### src/rtl/xbar_arb_pkg.sv
package xbar_arb_pkg;

  // largest master count that the owner field can name
  localparam int MAX_MASTERS = 4;
  localparam int MST_IDX_W = 2;
  // slave port index width; up to eight slave ports
  localparam int SLV_IDX_W = 3;

  // value of the scheme select after reset: fixed priority
  localparam logic SCHEME_FIXED = 1'h0;
  localparam logic SCHEME_ROUND_ROBIN = 1'h1;
  localparam logic SCHEME_RESET = SCHEME_FIXED;

  // owner of every slave port after reset
  localparam logic [MST_IDX_W-1:0] OWNER_RESET = 2'h0;

  // slave port state, gray along parked -> owned -> burst locked
  typedef enum logic [1:0] {
    PORT_PARKED = 2'h0,
    PORT_OWNED = 2'h1,
    PORT_LOCKED = 2'h3
  } port_state_t;

  // one master's address-phase view, as seen by the switch
  typedef struct packed {
    logic req;                     // non-IDLE transfer presented
    logic burst_more;              // beat is not the last of its burst
    logic outstanding;             // earlier access still completing
    logic [SLV_IDX_W-1:0] target;  // slave port addressed now
    logic [SLV_IDX_W-1:0] prev;    // slave port of the outstanding access
  } master_req_t;

  // per slave port result
  typedef struct packed {
    logic idle;                    // switch drives IDLE on this slave bus
    logic [MST_IDX_W-1:0] owner;   // master granted / parked on the port
  } port_grant_t;

endpackage

### src/rtl/xbar_slave_arbiter.sv
`timescale 1ns/100ps
`default_nettype none

module xbar_slave_arbiter #(
  parameter int NUM_MASTERS = 4,
  parameter int NUM_SLAVES = 4,
  // which master port numbers exist; sparse sets are allowed
  parameter logic [NUM_MASTERS-1:0] MASTER_PRESENT = 4'hF
) (
  input wire logic core_clk,
  input wire logic reset,
  input wire logic arbitration_scheme_select,
  input wire xbar_arb_pkg::master_req_t [NUM_MASTERS-1:0] master_in,
  output xbar_arb_pkg::port_grant_t [NUM_SLAVES-1:0] port_out,
  output logic [NUM_MASTERS-1:0] master_wait
);

  localparam int MW = xbar_arb_pkg::MST_IDX_W;
  localparam int SW = xbar_arb_pkg::SLV_IDX_W;

  // timing in brief: master_in is sampled at every rising edge, the
  // decision for each slave port is registered there, and port_out and
  // master_wait show it for exactly the next cycle
  // a burst locks its port: beats with burst_more set keep the owner,
  // the last beat (or a dropped or moved request) frees it again
  // a master whose earlier access to another port is still outstanding
  // is not eligible anywhere else, which keeps two masters from waiting
  // on each other across ports
  // fixed mode lets a busy high master starve lower ones; that is the
  // price of a simple priority pick, round-robin is the fair choice
  // targets at or beyond NUM_SLAVES have no arbiter here and never stall
  // their master; an outer decoder must answer such accesses
  // absent master numbers are masked by MASTER_PRESENT, so a sparse set
  // behaves as if those masters never request anything
  // every port is decided by the same loop body, so the ports differ
  // only in the slave index that the eligibility test compares against

  // one place for the parked test, used by the idle flag and the stalls
  function automatic logic port_parked(input xbar_arb_pkg::port_state_t st);
    return st == xbar_arb_pkg::PORT_PARKED;
  endfunction

  // highest numbered requester wins in fixed mode
  function automatic logic [MW-1:0] pick_highest(input logic [NUM_MASTERS-1:0] r);
    logic [MW-1:0] w;
    w = '0;
    // later indices overwrite earlier ones, so the top one wins
    for (int i = 0; i < NUM_MASTERS; i++) begin
      if (r[i]) begin
        w = MW'(i);
      end
    end
    return w;
  endfunction

  // first requester strictly after last, wrapping; last itself comes last
  function automatic logic [MW-1:0] pick_next(input logic [NUM_MASTERS-1:0] r,
                                             input logic [MW-1:0] last);
    logic [MW-1:0] w;
    logic found;
    int idx;
    w = last;
    found = 1'b0;
    idx = 0;
    // a full lap is walked, so any value of last is safe
    for (int k = 1; k <= NUM_MASTERS; k++) begin
      idx = (int'(last) + k) % NUM_MASTERS;
      if (!found && r[idx]) begin
        w = MW'(idx);
        found = 1'b1;
      end
    end
    return w;
  endfunction

  logic scheme_r;
  logic scheme_nxt;
  xbar_arb_pkg::port_state_t [NUM_SLAVES-1:0] state_r;
  xbar_arb_pkg::port_state_t [NUM_SLAVES-1:0] state_nxt;
  logic [NUM_SLAVES-1:0][MW-1:0] owner_r;
  logic [NUM_SLAVES-1:0][MW-1:0] owner_nxt;
  logic [NUM_MASTERS-1:0] wait_r;
  logic [NUM_MASTERS-1:0] wait_nxt;
  logic [NUM_SLAVES-1:0] idle_r;
  logic [NUM_SLAVES-1:0] idle_nxt;

  // scheme select held locally so the port has a known mode at reset
  always_comb begin
    scheme_nxt = arbitration_scheme_select;
  end

  // a change of scheme takes one clock, never lands mid-decision
  always_ff @(posedge core_clk or posedge reset) begin
    if (reset) begin
      scheme_r <= xbar_arb_pkg::SCHEME_RESET;
    end else begin
      scheme_r <= scheme_nxt;
    end
  end

  // per slave port arbitration, evaluated every clock edge
  always_comb begin
    logic [NUM_MASTERS-1:0] reqs;
    logic [MW-1:0] own;
    logic own_req;
    logic own_burst;
    reqs = '0;
    own = '0;
    own_req = 1'b0;
    own_burst = 1'b0;
    state_nxt = state_r;
    owner_nxt = owner_r;
    for (int s = 0; s < NUM_SLAVES; s++) begin
      // eligible requesters for this port
      for (int m = 0; m < NUM_MASTERS; m++) begin
        reqs[m] = MASTER_PRESENT[m] && master_in[m].req
                  && (master_in[m].target == SW'(s))
                  && !(master_in[m].outstanding
                       && master_in[m].prev != SW'(s));
      end
      // the owner's own view: still eligible here, and mid-burst or not
      own = owner_r[s];
      own_req = reqs[own];
      own_burst = own_req && master_in[own].burst_more;
      // a lock never overrides the outstanding-access rule
      if (state_r[s] == xbar_arb_pkg::PORT_LOCKED && own_req) begin
        // mid-burst: nobody may take the port before the last beat
        owner_nxt[s] = own;
        state_nxt[s] = own_burst ? xbar_arb_pkg::PORT_LOCKED
                                 : xbar_arb_pkg::PORT_OWNED;
      end else if (reqs == '0) begin
        // keep last user; round-robin starts its next search after it
        owner_nxt[s] = own;
        state_nxt[s] = xbar_arb_pkg::PORT_PARKED;
      end else begin
        if (scheme_r == xbar_arb_pkg::SCHEME_FIXED) begin
          // parked or not, the top requester takes it; an active lower
          // owner simply is not in reqs once it idles or moves away
          owner_nxt[s] = pick_highest(reqs);
        end else if (own_req && (reqs & ~(NUM_MASTERS'(1) << own)) == '0) begin
          owner_nxt[s] = own;
        end else begin
          // owner gives way at this beat boundary, or at once if quiet
          owner_nxt[s] = pick_next(reqs, own);
        end
        state_nxt[s] = master_in[owner_nxt[s]].burst_more
                       ? xbar_arb_pkg::PORT_LOCKED : xbar_arb_pkg::PORT_OWNED;
      end
    end
  end

  // a requester not granted its target next cycle sees a wait state
  always_comb begin
    logic [SW-1:0] t;
    t = '0;
    wait_nxt = '0;
    // a parked port serves nobody, not even the master parked on it
    for (int m = 0; m < NUM_MASTERS; m++) begin
      t = master_in[m].target;
      if (MASTER_PRESENT[m] && master_in[m].req) begin
        if (int'(t) >= NUM_SLAVES) begin
          wait_nxt[m] = 1'h0; // unmapped port: no owner to wait on
        end else begin
          wait_nxt[m] = (owner_nxt[t] != MW'(m))
                        || port_parked(state_nxt[t]);
        end
      end
    end
  end

  // idle flag registered so the output comes straight from a flip-flop
  always_comb begin
    for (int s = 0; s < NUM_SLAVES; s++) begin
      idle_nxt[s] = port_parked(state_nxt[s]);
    end
  end

  // all state has a constant reset value; no setup needed
  // ports come up parked on master 0, so the first request after
  // release is arbitrated like any other
  always_ff @(posedge core_clk or posedge reset) begin
    if (reset) begin
      for (int s = 0; s < NUM_SLAVES; s++) begin
        state_r[s] <= xbar_arb_pkg::PORT_PARKED;
        owner_r[s] <= xbar_arb_pkg::OWNER_RESET;
      end
      wait_r <= '0;
      idle_r <= '1;
    end else begin
      state_r <= state_nxt;
      owner_r <= owner_nxt;
      wait_r <= wait_nxt;
      idle_r <= idle_nxt;
    end
  end

  // outputs straight from the registers
  // they change only at a clock edge or when reset is raised
  always_comb begin
    for (int s = 0; s < NUM_SLAVES; s++) begin
      port_out[s].idle = idle_r[s];
      port_out[s].owner = owner_r[s];
    end
    master_wait = wait_r;
  end

endmodule

`default_nettype wire

### config.mk
export PLATFORM = sky130hd
export DESIGN_NAME = xbar_slave_arbiter
export DESIGN_NICKNAME = d
export VERILOG_FILES = /design/src/rtl/xbar_arb_pkg.sv /design/src/rtl/xbar_slave_arbiter.sv
export SDC_FILE = /design/constraint.sdc
export NUM_CORES = 1
export LEC_CHECK = 0
export BUFFER_PORTS_ARGS = -buffer_cell sky130_fd_sc_hd__buf_2
export CELL_PAD_IN_SITES_DETAIL_PLACEMENT = 1
export CELL_PAD_IN_SITES_GLOBAL_PLACEMENT = 1
export CORE_MARGIN = 10
export CORE_UTILIZATION = 44
export DETAILED_ROUTE_END_ITERATION = 8
export GPL_ROUTABILITY_DRIVEN = 0
export PLACE_DENSITY = 0.86
export SYNTH_ARGS = -nofsm -noshare
export SYNTH_HDL_FRONTEND = slang
export SYNTH_SLANG_ARGS = --single-unit
### constraint.sdc
create_clock -name core_clk -period 3.7 [get_ports core_clk]
set_clock_uncertainty 0.05 [all_clocks]
set_input_delay 1.11 -clock core_clk [delete_from_list [all_inputs] [get_ports core_clk]]
set_output_delay 1.11 -clock core_clk [all_outputs]
set_load 0.05 [all_outputs]
After elaboration in Yosys (flattened, before gate mapping)
Cells that the tools add are included.
{"block": "word_totals", "word_cells": 487, "register_bits": 25}
{"block": "op_classes", "bitwise_logic": 24, "addsub": 16, "reduce_logical": 145, "n_lt_le_gt_ge": 32, "eq_ne": 31, "n_mux": 224, "shifts": 4}
{"cell": "$bmux 9 s2", "n": 8}
{"cell": "$mux 2", "n": 72}
{"cell": "$mux 1", "n": 108}
{"cell": "$logic_and 1x1->1", "n": 72}
{"cell": "$lt 3x4->1 const B", "n": 16}
{"cell": "$mux 8", "n": 8}
{"cell": "$bmux 1 s2", "n": 20}
{"cell": "$bmux 2 s2", "n": 8}
{"cell": "$logic_not 4->1", "n": 8}
{"cell": "$reduce_or 2->1", "n": 16}
{"cell": "$logic_not 1->1", "n": 28}
{"cell": "$eq 3x2->1 const B", "n": 8}
{"cell": "$lt 2x3->1 const B", "n": 8}
{"cell": "$ne 3x2->1 const B", "n": 8}
{"cell": "$add 2x1->2 const B", "n": 8}
{"cell": "$add 2x2->2 const B", "n": 8}
{"cell": "$and 1x1->1 const A", "n": 16}
{"cell": "$and 4x4->4", "n": 4}
{"cell": "$logic_not 2->1", "n": 8}
{"cell": "$not 4->4", "n": 4}
{"cell": "$shl 1x2->4 const A", "n": 4}
{"cell": "$eq 3x1->1 const B", "n": 4}
{"cell": "$ge 3x3->1 const B", "n": 4}
{"cell": "$logic_not 3->1", "n": 4}
{"cell": "other kinds (8)", "n": 24}

Logic depth before layout (Yosys ltp)
Gate-level depths: netlist (run 1).
{"block": "logic_depth", "word_depth": 44, "mapped_depth": 14, "depth_no_buf": 11}

Worst setup path after synthesis (run 1)
Ideal clock, no wire load.
{"block": "synth_timing", "path_type": "input to register", "startpoint": "input master_in[4] (netlist bit)", "endpoint": "register wait_r[2], in the netlist master_wait[2]", "path_stages": 11, "slack_ns": 0.134, "n_path_buf": 1, "required_time_ns": 3.518, "arrival_time_ns": 3.384, "path_cell_list": "buf_2 -> nand4bb_1 -> a22oi_1 -> a2111oi_1 -> a211oi_2 -> or3_1 -> a31oi_2 -> mux2i_2 -> or4b_1 -> o21ai_1 -> nor3_1"}
{"block": "synth_via", "elab_chain_len": 43, "elab_cells_between_ends": 249, "classes_between": "eq/ne (4); mux (186); bitwise (4); reduce/logical (55)"}
{"element": "start, declared", "line": "xbar_slave_arbiter.sv:13", "source": "input wire xbar_arb_pkg::master_req_t [NUM_MASTERS-1:0] master_in,"}
{"element": "$eq 3x1->1, or another cell as far along", "line": "xbar_slave_arbiter.sv:117", "source": "&& (master_in[m].target == SW'(s))"}
{"element": "$logic_and 1x1->1", "line": "xbar_slave_arbiter.sv:117"}
{"element": "$logic_and 1x1->1", "line": "xbar_slave_arbiter.sv:118", "source": "&& !(master_in[m].outstanding"}
{"element": "$bmux 1 s2", "line": "xbar_slave_arbiter.sv:68", "source": "if (!found && r[idx]) begin"}
{"element": "$mux 1 (not written as such) (2 in a row)", "line": "xbar_slave_arbiter.sv:68"}
{"element": "$mux 1", "line": "xbar_slave_arbiter.sv:68"}
{"element": "$mux 1", "line": "xbar_slave_arbiter.sv:140", "source": "end else if (own_req && (reqs & ~(NUM_MASTERS'(1) << own)) == '0) begin"}
{"element": "$mux 1", "line": "xbar_slave_arbiter.sv:136", "source": "if (scheme_r == xbar_arb_pkg::SCHEME_FIXED) begin"}
{"element": "[... 27 more ...]"}
{"element": "$mux 2", "line": "xbar_slave_arbiter.sv:126", "source": "if (state_r[s] == xbar_arb_pkg::PORT_LOCKED && own_req) begin"}
{"element": "$bmux 2 s2", "line": "xbar_slave_arbiter.sv:165", "source": "|| port_parked(state_nxt[t]);"}
{"element": "$mux 2 (not written as such)", "line": "xbar_slave_arbiter.sv:165"}
{"element": "$logic_not 2->1", "line": "xbar_slave_arbiter.sv:40", "source": "return st == xbar_arb_pkg::PORT_PARKED;"}
{"element": "$logic_or 1x1->1 (*)", "line": "xbar_slave_arbiter.sv:165"}
{"element": "$mux 1 (*)", "line": "xbar_slave_arbiter.sv:161", "source": "if (int'(t) >= NUM_SLAVES) begin"}
{"element": "$mux 1 (*)", "line": "xbar_slave_arbiter.sv:160", "source": "if (MASTER_PRESENT[m] && master_in[m].req) begin"}
{"element": "net wait_nxt[2]", "line": "xbar_slave_arbiter.sv:83", "source": "logic [NUM_MASTERS-1:0] wait_nxt;"}
{"element": "end signal, assigned", "line": "xbar_slave_arbiter.sv:192", "source": "wait_r <= wait_nxt;"}
{"element": "end, declared", "line": "xbar_slave_arbiter.sv:82", "source": "logic [NUM_MASTERS-1:0] wait_r;"}
The timed path passes the listed nets; every way through them passes the cells marked *. The select of a mux whose other input is x is not followed.

Worst setup path in the final report (run 1)
{"block": "layout_timing", "startpoint": "input master_in[31] (netlist bit)", "endpoint": "register wait_r[2], in the netlist master_wait[2]"}
The elaborated chain is that of the path after synthesis.

==> results of run 1 <==
## flip-flops by register name, indices dropped and copies added (netlist names)
signal,cells
port_out,8
state_r,8
idle_r,4
master_wait,4
scheme_r,1
## cells in the mapped netlist (all sizes together) (8+ instances only)
| cell type | count |
|---|---|
| inv | 26 |
| o21ai | 25 |
| a211oi | 24 |
| nand2 | 24 |
| nor2 | 24 |
| mux2i | 23 |
| dfrtp | 21 |
| a21oi | 19 |
| buf | 19 |
| ha | 16 |
| nor3 | 14 |
| nand3 | 11 |
| or3b | 11 |
| a31oi | 9 |
| clkbuf | 8 |
## worst min-delay path by stage
stage	start	endpoint	slack (ns)	cells after the start
3_5_place_dp	state_r[7]$_DFF_PP0_	state_r[7]$_DFF_PP0_	0.47	1
6_report	state_r[7]$_DFF_PP0_	state_r[7]$_DFF_PP0_	0.51	1
3_3_place_gp	state_r[7]$_DFF_PP0_	state_r[7]$_DFF_PP0_	0.46	1
4_1_cts	state_r[7]$_DFF_PP0_	state_r[7]$_DFF_PP0_	0.49	1
2_1_floorplan	state_r[7]$_DFF_PP0_	state_r[7]$_DFF_PP0_	0.44	1
5_1_grt	state_r[7]$_DFF_PP0_	state_r[7]$_DFF_PP0_	0.53	1
## through the flow
step,setup WS [ns],hold WS [ns],TNS [ns],instances
finish,-0.297,0.505,-1.30,661
global route,-0.546,0.526,-2.46,661
CTS,0.000963,0.495,0,652
detailed placement,-0.445,0.472,-2.29,645
global placement,-0.193,0.459,-0.940,645
floorplan,0.134,0.443,0,419
## per-layer routing
layer | GRT usage | vias to the layer above | share of wire
met5 | 0 | - | 0
met4 | 0.183 | 0 | 0.089
met3 | 0.0585 | 169 | 0.11
met2 | 0.464 | 435 | 0.45
met1 | 0.314 | 2323 | 0.35
li1 | - | 1929 | -
## timing repair
item                                    in CTS  in global routing
endpoints found under the setup margin       5                  7
pin swaps                                    6                 14
resized for setup                            7                 61
setup buffers                                3                  8
## cells by family (layout without fill, tap and decap cells)
logic type,Yosys count,after routing,share of synthesized area
compound gates,151,151,0.331
simple gates,137,137,0.234
buf+inv,53,192,0.0700
other cells,0,1,0
mux,33,33,0.121
xor+xnor,4,4,0.00985
fa+ha+maj,16,16,0.0563
flops,25,25,0.177
## layout make-up
cell class | instances | area share
multi-input cells | 341 | 0.593
repair buffers | 162 | 0.226
clock inverters | 1 | 0.00100
flip-flops and latches | 25 | 0.126
well taps | 102 | 0.0256
diodes | 1 | 0.000502
inverters | 26 | 0.0196
clock buffers | 3 | 0.00827
## critical path, cell delays in order
cell and delay [ns]:
buf_2 0.16, or4bb_4 0.57, a211oi_4 0.27, a2111oi_4 0.10, a211oi_2 0.35, o221ai_1 0.18
a31oi_2 0.30, mux2i_2 0.16, or4b_4 0.56, o21ai_4 0.23, nor3_2 0.09
## power by group
part,internal [W],switching (W),total [W]
combinational,0.000438,0.000700,0.00114
clock,0.0000755,0.0000939,0.000169
sequential,0.000310,0.0000959,0.000406
total,0.000823,0.000890,0.00171
==> flow_metrics.tcl, run 1 <==
set metrics [dict create \
    mostFrequentLayoutCell "buf_4" \
    routed_wl_um 20200 \
    rsz0062_at_grt "yes" \
    drc_errors 0 \
    critPathKind "input pin to register" \
    r2r_start "port_out[6]$_DFF_PP0_" \
    grt_pass1_vias 4949 \
    cts-root-buf "clkbuf_8" \
    stdcell_area_um2 4990 \
    synth-edff-count 0 \
    ys.flop_type "dfrtp_1" \
    reg2reg_depth 11 \
    rows 32 \
    synth_cells 419 \
    insertion_delay_ns 0.27 \
    yosysTopAreaCell "dfrtp_1" \
    via_count 4856 \
    cap_violations 0 \
    tightest_slew_ns 1.08 \
    yosys_warnings 0 \
    setup.worst_path.end "master_wait[2]$_DFF_PP0_" \
    fin_crit_sh 1.08 \
    worstPathRequired_ns 3.80 \
    finalPower_w 0.00171 \
    yosysUniqueCellTypes 92 \
    grt_start_max_net_pins 26 \
    die_y_um 110 \
    min_path_type "register to register" \
    ys_seq_area_frac 0.177 \
    max_freq_mhz 250 \
    area_growth_pct 40.3 \
    r2r-end "master_wait[2]$_DFF_PP0_" \
    syn_area_um2 3560 \
    syn_avg_cell_area_um2 8.49 \
    ant_nets 0 \
    first_pass_iters 5 \
    startpoint_type "input pin" \
    cts_buffers 3 \
    drt_iter0_drc 489 \
    multi_input_area_um2 2960 \
    leakage_nw 2.13 \
    dp_hpwl_um 12700 \
    via_per_inst 7.35 \
    grt-ovfl-total 0 \
    die-area_um2 12100 \
    design.core.area_um2 7810 \
    syn-num-nets 474 \
    hold_buffers 0 \
    final-seq-area_um2 631 \
    hold_viol_final 0 \
    finalNetCount 614 \
    mostFrequentLayoutCells "buf_4, buf_2, inv_1, nand2_1, dfrtp_1" \
    start_util 0.455 \
    synth-seq-cells 25 \
    outcome "finished, violations left" \
    worst-path-max-fanout 6 \
    fin_util 0.639 \
    clock_path_buffers 2 \
    cts-htree-levels 1 \
    ir_drop_mv 0.224 \
    setup_ws_ns -0.297 \
    async_flop_share 1.00 \
    violations "negative setup slack" \
    io_buffers 54 \
    finalSetupViolations 8 \
    grt_pass1_wl_um 26600 \
    gr-usage-all-layers 0.278 \
    finalCriticalPeriod_ns 4.00 \
    layout-drive-gt1-share 0.448 \
    cts.reportedPaths.clkPinSlew_ns 0.09 \
    cp-startpoint "master_in[31]" \
    dpl_cell_area_um2 4560 \
    crit_path_end_kind "register" \
    numClockSinks 25 \
    power_density_nw_per_um2 343 \
    fp.dieW_um 110 \
    wl_per_cell_um 30.5 \
    critical_path_arrival_ns 4.10 \
    ios 55 \
    grt_antenna_before_repair 1 \
    cts_tree "done" \
    drv_slew 0 \
    synth_top_area_frac 0.148 \
    ys_top_cells_by_area "dfrtp_1, mux2i_1, ha_1" \
    fill_cells 941 \
    ff2ff_setup_slack_ns 0.04 \
    relSlewSlack 0.279 \
]
(Power assumes the default switching activity.)
==> inputs of run 2 (changes only) <==
Settings changed: REMOVE_ABC_BUFFERS set to 1.
==> flow_metrics.tcl, run 2 (synthesis results as in run 1) <==
set metrics [dict create \
    outcome "finished, violations left" \
    violations "negative setup slack" \
    via_per_inst 6.69 \
    slowest_stage "or4bb_4" \
    rows 32 \
    drv_slew 0 \
    slowest_delay_ns 0.61 \
    final-seq-area_um2 631 \
    grt-ovfl-total 0 \
    die_y_um 110 \
    cts.reportedPaths.clkPinSlew_ns 0.10 \
    place_ws_ns -0.343 \
    grt_pass1_wl_um 23800 \
    tightest_slew_ns 1.16 \
    dr.max_layer_used "met4" \
    cap_violations 0 \
    worstPathRequired_ns 3.80 \
    leakage_nw 2.03 \
    layout-drive-gt1-share 0.399 \
    dr_wl_met2_um 8050 \
    timing.hold.ws_ns 0.518 \
    critPathKind "input pin to register" \
    multi_input_area_um2 2840 \
    max_freq_mhz 265 \
    ios 55 \
    first_pass_iters 5 \
    routed_wl_um 16100 \
    numClockSinks 25 \
    worst-path-max-fanout 7 \
    via_count 4343 \
    fin_util 0.606 \
    stdcell_count 649 \
    mostFrequentLayoutCell "buf_4" \
    r2r_start "port_out[6]$_DFF_PP0_" \
    wl_per_cell_um 24.7 \
    grt_pass1_vias 4580 \
    relSlewSlack 0.223 \
    startpoint_type "input pin" \
    cp_common_cell "a211oi_2" \
    reg2reg_depth 11 \
    cts-htree-levels 1 \
    dp_hpwl_um 11900 \
    wl_met3_um 1200 \
    ir_drop_mv 0.224 \
    finalSetupViolations 2 \
    min_path_type "register to register" \
    io_buffers 54 \
    grt_start_max_net_pins 26 \
    drt_iter0_drc 218 \
    ant_nets 0 \
    start_util 0.455 \
    hp-start "state_r[7]$_DFF_PP0_" \
    cts_tree "done" \
    clock_path_buffers 2 \
    cts-root-buf "clkbuf_8" \
    gr-usage-all-layers 0.249 \
    r2r-end "master_wait[2]$_DFF_PP0_" \
    fill_cells 947 \
    grt_antenna_before_repair 1 \
    hold_viol_final 0 \
    design.core.area_um2 7810 \
    fp.dieW_um 110 \
    power_density_nw_per_um2 335 \
    insertion_delay_ns 0.28 \
    tns_ns -0.0783 \
    finalNetCount 602 \
    met1Wirelength_um 5800 \
    die-area_um2 12100 \
    post_cts.repair.setup_buffers 0 \
    setup_ws_ns -0.0710 \
    cts_buffers 3 \
    area_growth_pct 33.1 \
    critical_path_arrival_ns 3.87 \
    mostFrequentLayoutCells "buf_4, buf_2, inv_1, nand2_1" \
    ff2ff_setup_slack_ns 0.31 \
    path_cells "buf_2 > or4bb_4 > a211oi_2 > a2111oi_1 > a211oi_2 > o221ai_2 > a31oi_2 > mux2i_2 > or4b_1 > o21ai_1 > nor3_1" \
    setup.worst_path.end "master_wait[2]$_DFF_PP0_" \
    place_inst 644 \
    rsz0062_at_grt "yes" \
    fin_crit_sh 1.02 \
    drc_errors 0 \
    crit_path_end_kind "register" \
    cp-startpoint "master_in[30]" \
    finalCriticalPeriod_ns 3.77 \
]
==> run 2: worst min-delay path by stage <==
stage / cells after the start / end / slack, ns
2_1_floorplan: 1 / state_r[7]$_DFF_PP0_ / 0.44
5_1_grt: 1 / state_r[7]$_DFF_PP0_ / 0.54
4_1_cts: 1 / state_r[7]$_DFF_PP0_ / 0.49
6_report: 1 / state_r[7]$_DFF_PP0_ / 0.52
3_5_place_dp: 1 / state_r[7]$_DFF_PP0_ / 0.47
3_3_place_gp: 1 / state_r[7]$_DFF_PP0_ / 0.46
==> run 2: area by class of cell <==
class,instances,share of cell area
inverter,26,0.0206
clock buffer,4,0.00952
sequential,25,0.133
multi-input combinational,341,0.600
timing repair buffer,150,0.209
tap,102,0.0270
antenna,1,0.000529
==> run 2: per-stage QoR <==
| step | instance area (µm²) | total power [W] |
|---|---|---|
| after CTS | 4580 | 0.00151 |
| after global placement | 4520 | 0.00128 |
| final | 4730 | 0.00159 |
| after global routing | 4730 | 0.00168 |
| after detailed placement | 4520 | 0.00132 |
| after floorplan | 3400 | 0.000948 |
==> run 2: routing by layer <==
metal / vias to the layer above / GRT usage
li1: 1905 / -
met1: 2114 / 0.286
met2: 233 / 0.434
met3: 91 / 0.0421
met4: 0 / 0.124
met5: - / 0
==> run 2: critical path: cells and delay by family <==
| family | cells | cell delay [ns] |
|---|---|---|
| multiplexers | 1 | 0.13 |
| AND/OR/NAND/NOR | 3 | 1.22 |
| AO/OA/AOI/OAI | 6 | 1.26 |
| buffers and inverters | 1 | 0.14 |
==> run 2: what timing repair did <==
| item | 4_1_cts | 5_1_grt |
|---|---|---|
| setup endpoints to repair | 3 | 6 |
| pin swaps | 1 | 4 |
| gates resized for setup | 2 | 29 |
| hold buffers | 0 | 0 |
==> run 2: where the power goes <==
group | switching, W | internal, W | leakage, nW
Sequential | 0.0000703 | 0.000310 | 0.317
Combinational | 0.000631 | 0.000394 | 1.69
Clock | 0.000103 | 0.0000776 | 0.0228
Total | 0.000804 | 0.000782 | 2.03
